File: config.mk
export PLATFORM = sky130hd
export DESIGN_NAME = cstm_ctrl
export DESIGN_NICKNAME = d
export VERILOG_FILES = /design/src/hdl/cstm_ctrl.v /design/src/hdl/cstm_window_sampler.v
export VERILOG_INCLUDE_DIRS = /design/src /design/src/hdl
export SDC_FILE = /design/constraint.sdc
export NUM_CORES = 1
export LEC_CHECK = 0
export BUFFER_PORTS_ARGS = -buffer_cell sky130_fd_sc_hd__buf_2
export CAP_MARGIN = 15
export CORE_AREA = 2 2 103 130
export DETAILED_ROUTE_END_ITERATION = 12
export DIE_AREA = 0 0 105 132
export RECOVER_POWER = 50
export SYNTH_ARGS = -nofsm -noshare
export SYNTH_HDL_FRONTEND = slang
export SYNTH_SLANG_ARGS = --single-unit
export TNS_END_PERCENT = 20
File: constraint.sdc
create_clock -name ref_clk_i -period 7.1 [get_ports ref_clk_i]
set_input_delay 0 -clock ref_clk_i [delete_from_list [all_inputs] [get_ports ref_clk_i]]
set_output_delay 0 -clock ref_clk_i [all_outputs]
set_load 0.01 [all_outputs]
File: src/hdl/cstm_consts.vh
// constants for the changer stage and tray motor controller
// assumes a 10 MHz ref_clk_i; included by the controller and its window sampler
`ifndef CSTM_CONSTS_VH
`define CSTM_CONSTS_VH

// ****************************************************************
// timing
// ****************************************************************
`define CSTM_CLK_HZ          10000000
`define CSTM_NUDGE_MS        240
// per-ms factor truncates, no round-up: 240 ms at 10 MHz = 2400000 cycles
`define CSTM_NUDGE_CYC       ((`CSTM_NUDGE_MS * (`CSTM_CLK_HZ / 1000)) + 0)

// ****************************************************************
// driver codes {line 1/3, line 2, line 4}
// ****************************************************************
`define CSTM_CODE_LIFT_FWD   3'h6
`define CSTM_CODE_LIFT_REV   3'h1
`define CSTM_CODE_TRAY_FWD   3'h5
`define CSTM_CODE_TRAY_REV   3'h2
`define CSTM_CODE_BRAKE      3'h7
`define CSTM_CODE_STANDBY    3'h0

// ****************************************************************
// disc classes
// ****************************************************************
`define CSTM_DISC_NONE_OR_12 2'h0
`define CSTM_DISC_8CM        2'h1
`define CSTM_DISC_UNKNOWN    2'h2

`endif

File: src/hdl/cstm_ctrl.v
// changer stage lift and tray motor controller
// assumes a 10 MHz ref_clk_i, pin inputs asynchronous, position values from an external ADC
// Summary of operation
// - after clamp and tray stop, drive down 240 ms
// - during retraction hold stage at stored target
// - retract only after tray reaches prescribed position
// - driver lines one and three always equal
// - three-line codes select lift and tray actions
// - lift forward raises stage; tray forward ejects
// - detect disc only while tray pulls out
// - sense low below threshold, high otherwise
// - window low if any low sample seen
// - move stage until position voltage matches target
`timescale 1ns/1ps
`include "cstm_consts.vh"

module cstm_ctrl #(
	parameter POS_W     = 10,
	parameter NUDGE_CYC = `CSTM_NUDGE_CYC,
	parameter POS_TOL   = 2
) (
	// clock and reset
	input  wire             ref_clk_i,
	input  wire             srst_i,
	// commands
	input  wire             elevate_req_i,
	input  wire [POS_W-1:0] target_pos_i,
	input  wire             eject_req_i,
	// sensors (pins)
	input  wire [POS_W-1:0] stage_position_voltage_i,
	input  wire             clamp_done_i,
	input  wire             tray_stopped_i,
	input  wire             tray_in_place_i,
	input  wire             tray_home_i,
	input  wire             disc_sense_i,
	input  wire             win_a_i,
	input  wire             win_b_i,
	// driver
	output reg              driver_ctrl_line_one_o,
	output reg              driver_ctrl_line_two_o,
	output reg              driver_ctrl_line_three_o,
	output reg              driver_ctrl_line_four_o,
	// status
	output wire             busy_o,
	output reg  [1:0]       disc_class_ff_o
);
	// ****************************************************************
	// states
	// ****************************************************************
	localparam [6:0] ST_IDLE    = 7'h01;
	localparam [6:0] ST_ELEV    = 7'h02;
	localparam [6:0] ST_EXTRACT = 7'h04;
	localparam [6:0] ST_CLAMP   = 7'h08;
	localparam [6:0] ST_NUDGE   = 7'h10;
	localparam [6:0] ST_RETRACT = 7'h20;
	localparam [6:0] ST_PLAY    = 7'h40;

	// ****************************************************************
	// input synchronisers
	// ****************************************************************
	reg [POS_W-1:0] pos_s1_ff, pos_ff;
	reg [6:0]       pin_s1_ff, pin_ff;
	wire            clamp_done, tray_stopped, tray_in_place, tray_home, sense_hi, win_a, win_b;

	always @(posedge ref_clk_i) begin
		if (srst_i) begin
			pos_s1_ff <= {POS_W{1'b0}};
			pos_ff    <= {POS_W{1'b0}};
			pin_s1_ff <= 7'h00;
			pin_ff    <= 7'h00;
		end else begin
			// the multi-bit value is double-flopped with no check that the ADC result holds still
			pos_s1_ff <= stage_position_voltage_i;
			pos_ff    <= pos_s1_ff;
			pin_s1_ff <= {clamp_done_i, tray_stopped_i, tray_in_place_i, tray_home_i,
			              disc_sense_i, win_a_i, win_b_i};
			pin_ff    <= pin_s1_ff;
		end
	end
	// comparator sits outside: high means at or above 2.5 V, light blocked
	assign {clamp_done, tray_stopped, tray_in_place, tray_home, sense_hi, win_a, win_b}
	       = pin_ff;

	// ****************************************************************
	// position comparison
	// ****************************************************************
	function [1:0] pos_cmp; // {below, above}, zero inside band
		input [POS_W-1:0] cur;
		input [POS_W-1:0] tgt;
		begin
			if ({1'b0, cur} + POS_TOL < {1'b0, tgt}) begin
				pos_cmp = 2'h2;
			end else if ({1'b0, tgt} + POS_TOL < {1'b0, cur}) begin
				pos_cmp = 2'h1;
			end else begin
				pos_cmp = 2'h0;
			end
		end
	endfunction

	// ****************************************************************
	// sequencer
	// ****************************************************************
	reg [6:0]       state_ff, nxt_state;
	reg [POS_W-1:0] target_ff, nxt_target;
	reg [21:0]      nudge_cnt_ff, nxt_nudge_cnt;
	reg [2:0]       code;
	reg             retr_go_ff, nxt_retr_go;
	wire [1:0]      cmp;
	wire            win_a_low, win_b_low;

	assign cmp    = pos_cmp(pos_ff, target_ff);
	assign busy_o = (state_ff != ST_IDLE) && (state_ff != ST_PLAY);

	always @* begin
		nxt_state     = state_ff;
		nxt_target    = target_ff;
		nxt_nudge_cnt = nudge_cnt_ff;
		nxt_retr_go   = retr_go_ff;
		code          = `CSTM_CODE_STANDBY;
		case (state_ff)
			ST_IDLE, ST_PLAY: begin
				nxt_retr_go = 1'b0;
				if (elevate_req_i) begin
					nxt_target = target_pos_i;
					nxt_state  = ST_ELEV;
				end else if (eject_req_i && state_ff == ST_PLAY) begin
					nxt_state = ST_RETRACT;
				end
			end
			ST_ELEV: begin
				// lift forward raises the stage toward lower disc numbers
				if (cmp == 2'h2) begin
					code = `CSTM_CODE_LIFT_FWD;
				end else if (cmp == 2'h1) begin
					code = `CSTM_CODE_LIFT_REV;
				end else begin
					nxt_state = ST_EXTRACT;
				end
			end
			ST_EXTRACT: begin
				code = `CSTM_CODE_TRAY_REV;
				if (tray_in_place) begin
					nxt_state = ST_CLAMP;
				end
			end
			ST_CLAMP: begin
				// brake the tray until the clamp is done and it has fully stopped
				code = `CSTM_CODE_BRAKE;
				if (clamp_done && tray_stopped) begin
					nxt_nudge_cnt = 22'h000000;
					nxt_state     = ST_NUDGE;
				end
			end
			ST_NUDGE: begin
				// timed, not position limited: the stage is pressed against its stop
				code          = `CSTM_CODE_LIFT_REV;
				nxt_nudge_cnt = nudge_cnt_ff + 22'h000001;
				if (nudge_cnt_ff == NUDGE_CYC - 1) begin
					nxt_state = ST_PLAY;
				end
			end
			ST_RETRACT: begin
				// tray forward ejects it back into the magazine slot
				// start is latched: a moving tray leaves the prescribed position at once
				if (!retr_go_ff && !tray_in_place && !tray_home) begin
					code = `CSTM_CODE_STANDBY;
				end else if (tray_home) begin
					nxt_retr_go = 1'b0;
					nxt_state   = ST_IDLE;
				end else if (cmp == 2'h2) begin
					nxt_retr_go = 1'b1;
					code        = `CSTM_CODE_LIFT_FWD;
				end else if (cmp == 2'h1) begin
					nxt_retr_go = 1'b1;
					code        = `CSTM_CODE_LIFT_REV;
				end else begin
					nxt_retr_go = 1'b1;
					code        = `CSTM_CODE_TRAY_FWD;
				end
			end
			default: begin
				nxt_state = ST_IDLE;
			end
		endcase
	end

	always @(posedge ref_clk_i) begin
		if (srst_i) begin
			state_ff                 <= ST_IDLE;
			target_ff                <= {POS_W{1'b0}};
			nudge_cnt_ff             <= 22'h000000;
			retr_go_ff               <= 1'b0;
			driver_ctrl_line_one_o   <= 1'b0;
			driver_ctrl_line_two_o   <= 1'b0;
			driver_ctrl_line_three_o <= 1'b0;
			driver_ctrl_line_four_o  <= 1'b0;
		end else begin
			state_ff                 <= nxt_state;
			target_ff                <= nxt_target;
			nudge_cnt_ff             <= nxt_nudge_cnt;
			retr_go_ff               <= nxt_retr_go;
			driver_ctrl_line_one_o   <= code[2];
			driver_ctrl_line_three_o <= code[2];
			driver_ctrl_line_two_o   <= code[1];
			driver_ctrl_line_four_o  <= code[0];
		end
	end

	// ****************************************************************
	// disc detection
	// ****************************************************************
	wire extracting = (state_ff == ST_EXTRACT);
	reg  prev_b_ff;

	cstm_window_sampler u_win_a (
		.ref_clk_i    (ref_clk_i),
		.srst_i       (srst_i),
		.win_open_i   (extracting && win_a),
		.sense_i      (sense_hi),
		.win_start_i  (elevate_req_i),
		.win_low_ff_o (win_a_low)
	);

	cstm_window_sampler u_win_b (
		.ref_clk_i    (ref_clk_i),
		.srst_i       (srst_i),
		.win_open_i   (extracting && win_b),
		.sense_i      (sense_hi),
		.win_start_i  (elevate_req_i),
		.win_low_ff_o (win_b_low)
	);

	// classify when window B closes during extraction
	always @(posedge ref_clk_i) begin
		if (srst_i) begin
			prev_b_ff       <= 1'b0;
			disc_class_ff_o <= `CSTM_DISC_UNKNOWN;
		end else begin
			prev_b_ff <= extracting && win_b;
			if (elevate_req_i) begin
				disc_class_ff_o <= `CSTM_DISC_UNKNOWN;
			end else if (prev_b_ff && !(extracting && win_b)) begin
				disc_class_ff_o <= (win_a_low && !win_b_low) ? `CSTM_DISC_8CM
				                                             : `CSTM_DISC_NONE_OR_12;
			end
		end
	end
endmodule

File: src/hdl/cstm_window_sampler.v
// window sampler: records whether the sense line was ever low in a window
// assumes sense_i is already synchronised to ref_clk_i
`timescale 1ns/1ps
`include "cstm_consts.vh"

module cstm_window_sampler (
	// clock and reset
	input  wire ref_clk_i,
	input  wire srst_i,
	// sampling
	input  wire win_open_i,
	input  wire sense_i,
	input  wire win_start_i,
	// result
	output reg  win_low_ff_o
);
	// ****************************************************************
	// sticky low detector
	// ****************************************************************
	reg nxt_win_low;

	always @* begin
		nxt_win_low = win_low_ff_o;
		if (win_start_i) begin
			nxt_win_low = 1'b0;
		end
		if (win_open_i && !sense_i) begin
			nxt_win_low = 1'b1;
		end
	end

	always @(posedge ref_clk_i) begin
		if (srst_i) begin
			win_low_ff_o <= 1'b0;
		end else begin
			win_low_ff_o <= nxt_win_low;
		end
	end
endmodule

Yosys cells after proc, flatten, opt, wreduce, memory -nomap -nowiden. Index checks and enable logic that the tools add are counted.

Output and inout bits: 7. Register bits: 82.

$lt $le $gt $ge: 2. Reduce and logical (&&, ||, !) cells: 27. Mux-type cells: 28. Add/subtract/negate cells: 3. Equal/unequal tests: 20.

Operators with widths (count): two-way mux 7 bit (9); case mux 22 bit (2 select lines) (1); case mux 7 bit (6 select lines) (1); adder 10 x 2 -> 11 bit (second input constant) (2); adder 22 x 1 -> 22 bit (second input constant) (1); equality test 22 bit (second input constant) (1); less-than comparator 11 x 10 -> 1 bit (2); two-way mux 22 bit (1); two-way mux 3 bit (5); case mux 3 bit (5 select lines) (1); inequality test 2 bit (second input constant) (7); logical AND 1 bit (11); two-way mux 1 bit (8); AND reduction 8 bit (1); nonzero test 2 bit (4); equality test 7 x 1 -> 1 bit (second input constant) (1); equality test 7 x 2 -> 1 bit (second input constant) (1); equality test 7 x 3 -> 1 bit (second input constant) (1); equality test 7 x 4 -> 1 bit (second input constant) (1); equality test 7 x 5 -> 1 bit (second input constant) (1); equality test 7 x 6 -> 1 bit (second input constant) (1); equality test 7 bit (second input constant) (1); inequality test 7 x 1 -> 1 bit (second input constant) (1); inequality test 7 bit (second input constant) (1); 8 further kinds (16).

Depth between registers and ports, before layout.
Depth after elaboration: 10. Gate-level depth with buffers: 11. Depth with buffers taken out: 11.

Cells and area by module. A second synthesis with hierarchy kept.

Cells, all modules: 425. Area total of the unflattened synthesis: 3871.2 um^2.

By module, submodules not included: cstm_ctrl (area each 3788.6 um^2, seq. area each 1601.5 um^2, cells an instance 417, instances 1); cstm_window_sampler (area each 41.3 um^2, seq. area each 20.0 um^2, cells an instance 4, instances 2).

Worst setup path before layout. Ideal clock, no wire load.

Path type: reg-to-reg. Start: register target_ff[3]. End: register driver_ctrl_line_three_o. Stages on the path, launching flop included: 11. Slack: 4.751 ns. Arrival time: 2.229 ns. Library setup time: 0.120 ns. Cell sequence: dfxtp_1 > and4_1 > and4_1 > xnor2_1 > ha_1 > a21oi_1 > nor2b_1 > a311o_1 > a41oi_1 > nor2_1 > o31a_1.

Longest elaborated chain between the ends: 10.

Ends and longest elaborated chain: start, declared (RTL line cstm_ctrl.v:105) `reg [POS_W-1:0] target_ff, nxt_target;`; start signal, assigned (RTL line cstm_ctrl.v:191) `target_ff <= {POS_W{1'b0}};`; start signal, assigned (RTL line cstm_ctrl.v:200) `target_ff <= nxt_target;`; adder 10 x 2 -> 11 bit (RTL line cstm_ctrl.v:93) `end else if ({1'b0, tgt} + POS_TOL < {1'b0, cur}) begin`; less-than comparator 11 x 10 -> 1 bit (RTL line cstm_ctrl.v:93); two-way mux 1 bit (RTL line cstm_ctrl.v:93); two-way mux 2 bit (*) (RTL line cstm_ctrl.v:91) `if ({1'b0, cur} + POS_TOL < {1'b0, tgt}) begin`; equality test 2 x 1 -> 1 bit (RTL line cstm_ctrl.v:174) `end else if (cmp == 2'h1) begin`; two-way mux 3 bit (RTL line cstm_ctrl.v:174); two-way mux 3 bit (RTL line cstm_ctrl.v:171) `end else if (cmp == 2'h2) begin`; two-way mux 3 bit (RTL line cstm_ctrl.v:168) `end else if (tray_home) begin`; two-way mux 3 bit (RTL line cstm_ctrl.v:166) `if (!retr_go_ff && !tray_in_place && !tray_home) begin`; case mux 3 bit (5 select lines) (*) (RTL line cstm_ctrl.v:121) `case (state_ff)`; end signal, assigned (RTL line cstm_ctrl.v:204) `driver_ctrl_line_three_o <= code[2];`; end, declared (RTL line cstm_ctrl.v:41) `output reg driver_ctrl_line_three_o,`.

Mark *: on every way between the ends. The rest lies on a longest branch, timed or not. A chain may end at the register's enable or synchronous reset.

==> flow_results.org <==
** Critical path
- On the critical path, the stage with the largest delay is an instance of clkbuf_1.
- Crit path from :: srst_i
- Of all nets on the critical path, the largest fanout is 61.
- The signal on the critical path passes through buf_2, clkbuf_1, inv_1, nand2_1, nor2_1.
- Number of buffer and inverter instances along the worst setup path :: 3
- Data on the critical path is required at its endpoint by 7.29 ns.
- Startpoint type of the worst setup path :: input port
- Depth of the most critical reg-to-reg path :: 10
- Arrival time of data at the critical path endpoint :: 3.26 ns
- Family with the most delay on the worst path :: buffers and inverters
- Beginning of the worst register-to-register path :: target_ff[3]$_SDFFE_PP0P_
- Delay of the slowest cell on the worst path :: 1.81 ns
- The worst register-to-register path has a setup slack of 4.45 ns.
- The worst setup path is captured at a register.
- The setup path with the least slack is of type input port to register.
- The worst register-to-register path ends at driver_ctrl_line_four_o$_SDFF_PP0_.

** Placed design
- At the end of routability-driven placement, the weighted congestion stood at 0.8188.
- Buffers placed on the I/O ports in this run total 37.
- Total half-perimeter wirelength after legalization and detailed placement :: 5564 um
- Total placed cells including tap cells :: 621

** Clock network
- In this run the clock root is driven by a clkbuf_16.
- TritonCTS clock tree :: done
- The tree built by TritonCTS fans out to 82 sinks.
- Number of gates given a new drive strength after cts :: 0
- CTS buffer count :: 9
- Longest Clk Path Bufs :: 2
- Insertion delay of the later-clocked pin in the worst-skew pair :: 0.33 ns
- Clock transition at the registers of the reported paths :: 0.06 ns
- CTS H-tree lvls :: 3
- Setup repair bufs after CTS :: 0
- Post-cts hold buffer count :: 28

** Worst hold path
- Worst min path class :: input port to register
- Min-delay src :: win_b_i
- For hold timing, the worst endpoint is pin_s1_ff[0]$_SDFF_PP0_.
- The worst hold path was traced through 3 stages.

** Cells and area
- End-of-flow core utilization :: 0.3789
- Counting the fill cells in the layout gives 1324.
- After the last flow step, the layout net total stands at 543.
- 0 antenna diodes ended up in the layout.
- Fin cells :: 665
- Layout cell share with drive strength beyond 1 :: 0.1147
- Signed area change from the synthesized netlist to the final layout :: 22.82%

** Logic synthesis
- Most repeated cell in the gate-level netlist after synthesis :: dfxtp_1
- After synthesis, the netlist uses 52 different library cells.
- The number of nets in the synthesized netlist is 483.
- The share of the Yosys chip area taken by registers is 0.4240.
- For this run, asynchronously set or reset flops after synthesis account for 0.
- Counting flops with a built-in enable in the synthesized netlist gives 0.
- Netlist area before placement :: 0.003871 mm2
- By area the synthesized netlist is led by dfxtp_1 (42%), ha_1 (6.5%), nor2b_1 (6.0%).
- Synth top area share :: 0.4240
- Commonest cells in the synthesized netlist :: dfxtp_1 (82), nor2_1 (51), nor2b_1 (37)
- Synth warn :: 0
- Each instance of the synthesized netlist takes up on average 8.961 um2.
- Of all cell types, the one taking the most synthesized area is dfxtp_1.
- Counting flops and latches in the post-synthesis netlist gives 82.
- Cells after Synth :: 432
- Among all flip-flop cells after synthesis, the most frequent one is dfxtp_1.

** Timing
- The worst path needs 3.075 ns of the cycle, external delays included.
- In the final timing run, aggregate negative setup slack is 0 ns.
- At the pin with the least slew margin, the transition time is 2.569 ns.
- Dividing the final minimum period by the clock period gives 0.4331.
- The worst pin sits at a relative slew slack of -0.7124.
- Based on the critical path, the design can be clocked at up to 0.3252 GHz.
- Between clock sinks in the finished design, the worst skew comes to 0.008318 ns.
- Fin. max-slew vios :: 62
- Setup violations remaining at the end of the flow were counted as 0.
- Setup repair after global routing left no endpoint under its margin.
- Final count of hold timing violations :: 0

** Flow run
- Max capacitance violation total :: 1

** Global routing
- Pin count of the biggest net entering global routing :: 62
- The first global-routing pass estimated 13200 um of wire.
- Global routing usage summed across all routing layers :: 0.1167
- Via count of the first global-routing pass :: 2870
- Overflow after GRT :: 0
- The number of antenna violations at the first check in global routing was 0.

** Detailed routing
- After detailed routing, the total wire length is 7836 um.
- Average detailed-routed wire length per instance :: 11.78 um
- Detail-routed via count per cell :: 4.653
- First drt pass iteration count :: 4
- Via count of the routed design :: 3094
- In this run the remaining antenna-violating nets after routing total 0.
- The detailed router finished its first iteration with 180 violations.
- Number of remaining DRC errors :: 0

** Pwr
- The share of total power dissipated in sequential elements is 0.433.
- Combinational cell fraction of total power :: 0.172
- IR analysis of the VDD net gives a maximum drop of 98.43 uV.
- The share of total power dissipated in the clock network is 0.394.
- Sw Ratio :: 0.2717
- P_sw :: 0.0003190 W
- The analysis attributes to cell leakage a power of 1.850 nW.
- Power density over cell area :: 246.9 mW/mm2
- Cell internal power was estimated by the tool at 0.0008549 W.

** Floorplan
- 38 I/O pins were placed.
- The die covers 0.01386 mm2.
- For this configuration, the core starts out at a cell density of 0.3085.
- Core region area :: 0.01255 mm2
- After floorplanning, the core was divided into 46 placement rows.
- Measured along the x axis, the die boundary spans 105 um.
- From bottom edge to top edge, the die measures 132 um.

** Run status
- The run finished, with violations left.
- The final reports fail on max-capacitance violations, max-slew violations.
==> final cells by class <==
cell class,count,area [um2],share of cell area
Multi-Input combinational cell,308,2047,0.4305
Sequential cell,82,1642,0.3453
Timing Repair Buffer,66,461.7,0.09711
Clock buffer,9,225.2,0.04737
Tap cell,168,210.2,0.04421
Inverter,25,93.84,0.01974
Clock inverter,7,75.07,0.01579
==> cells in the final DEF (no fill, tap or decap), drive strengths merged, types with 2 or more instances in the layout <==
master        n
a211o         2
a211oi        5
a21o          3
a21oi        18
a31oi         2
a41oi         2
and3          4
and4          5
buf          31
clkbuf       16
clkinv        3
dfxtp        82
dlygate4sd3  28
ha           20
inv          28
mux2i        12
nand2        22
nand2b        7
nand3        15
nand4         9
nor2         51
nor2b        37
nor3         14
nor4          2
o211ai        2
o21ai        15
o21bai        2
o22ai         2
or2           2
or3           4
or4           3
or4b          2
xnor2        21
xor2         13
==> cell families after synthesis <==
group / after synthesis / synth area share
AND/OR/NAND/NOR: 181 / 0.2505
flip-flops: 82 / 0.4240
AO/OA/AOI/OAI: 61 / 0.1057
buffers and inverters: 42 / 0.04718
XOR/XNOR: 34 / 0.07692
adder cells (fa/ha/maj): 20 / 0.06464
multiplexers: 12 / 0.03103
==> state kept, by name, summed over array words and instances, names as in the netlist <==
signal / flops
driver_ctrl_line_four_o: 1
u_win_b.win_low_ff_o: 1
u_win_a.win_low_ff_o: 1
disc_class_ff_o: 2
driver_ctrl_line_three_o: 1
prev_b_ff: 1
pos_s1_ff: 10
state_ff: 7
driver_ctrl_line_two_o: 1
nudge_cnt_ff: 22
pin_s1_ff: 7
target_ff: 10
pos_ff: 10
retr_go_ff: 1
pin_ff: 7
==> metal layers <==
| metal | vias up | wire, um | track usage |
|---|---|---|---|
| met5 | - | 0 | 0 |
| met4 | 0 | 117 | 0.05111 |
| met3 | 8 | 249 | 0.02422 |
| met2 | 46 | 3765 | 0.1944 |
| met1 | 1437 | 3702 | 0.1449 |
| li1 | 1603 | - | - |
==> tightest hold or removal path: stages <==
cell           delay (ns)
dlygate4sd3_1        0.51
buf_2                0.09
nor2b_1              0.10
==> per-stage QoR <==
step                power [W]  cell area, um2  setup WS [ns]  hold WS, ns
floorplan           0.0006700            3871          4.751      0.07847
global placement    0.0007033            4185          4.575       0.2107
detailed placement  0.0007099            4185          4.495       0.2142
CTS                  0.001190            4766          4.460       0.2546
global route         0.001233            4755          3.574       0.4152
finish               0.001174            4755          4.025       0.4029
==> power groups by stage <==
| stage | registers, W | logic (W) | clock network [W] |
|---|---|---|---|
| finish | 0.000509 | 0.000202 | 0.000463 |
| global route | 0.000512 | 0.000225 | 0.000495 |
| CTS | 0.000508 | 0.000203 | 0.000478 |
| detailed placement | 0.000519 | 0.000191 | 0 |
| global placement | 0.000518 | 0.000185 | 0 |
| floorplan | 0.000507 | 0.000163 | 0 |
==> worst max path at each step <==
stage	end	cells past startpoint
floorplan	driver_ctrl_line_three_o$_SDFF_PP0_	10
global placement	state_ff[1]$_SDFFE_PP0P_	9
detailed placement	driver_ctrl_line_four_o$_SDFF_PP0_	10
CTS	driver_ctrl_line_four_o$_SDFF_PP0_	10
global route	nudge_cnt_ff[7]$_SDFFE_PP0P_	5
finish	nudge_cnt_ff[6]$_SDFFE_PP0P_	5
No activity file was read; power rests on OpenSTA's default activity.
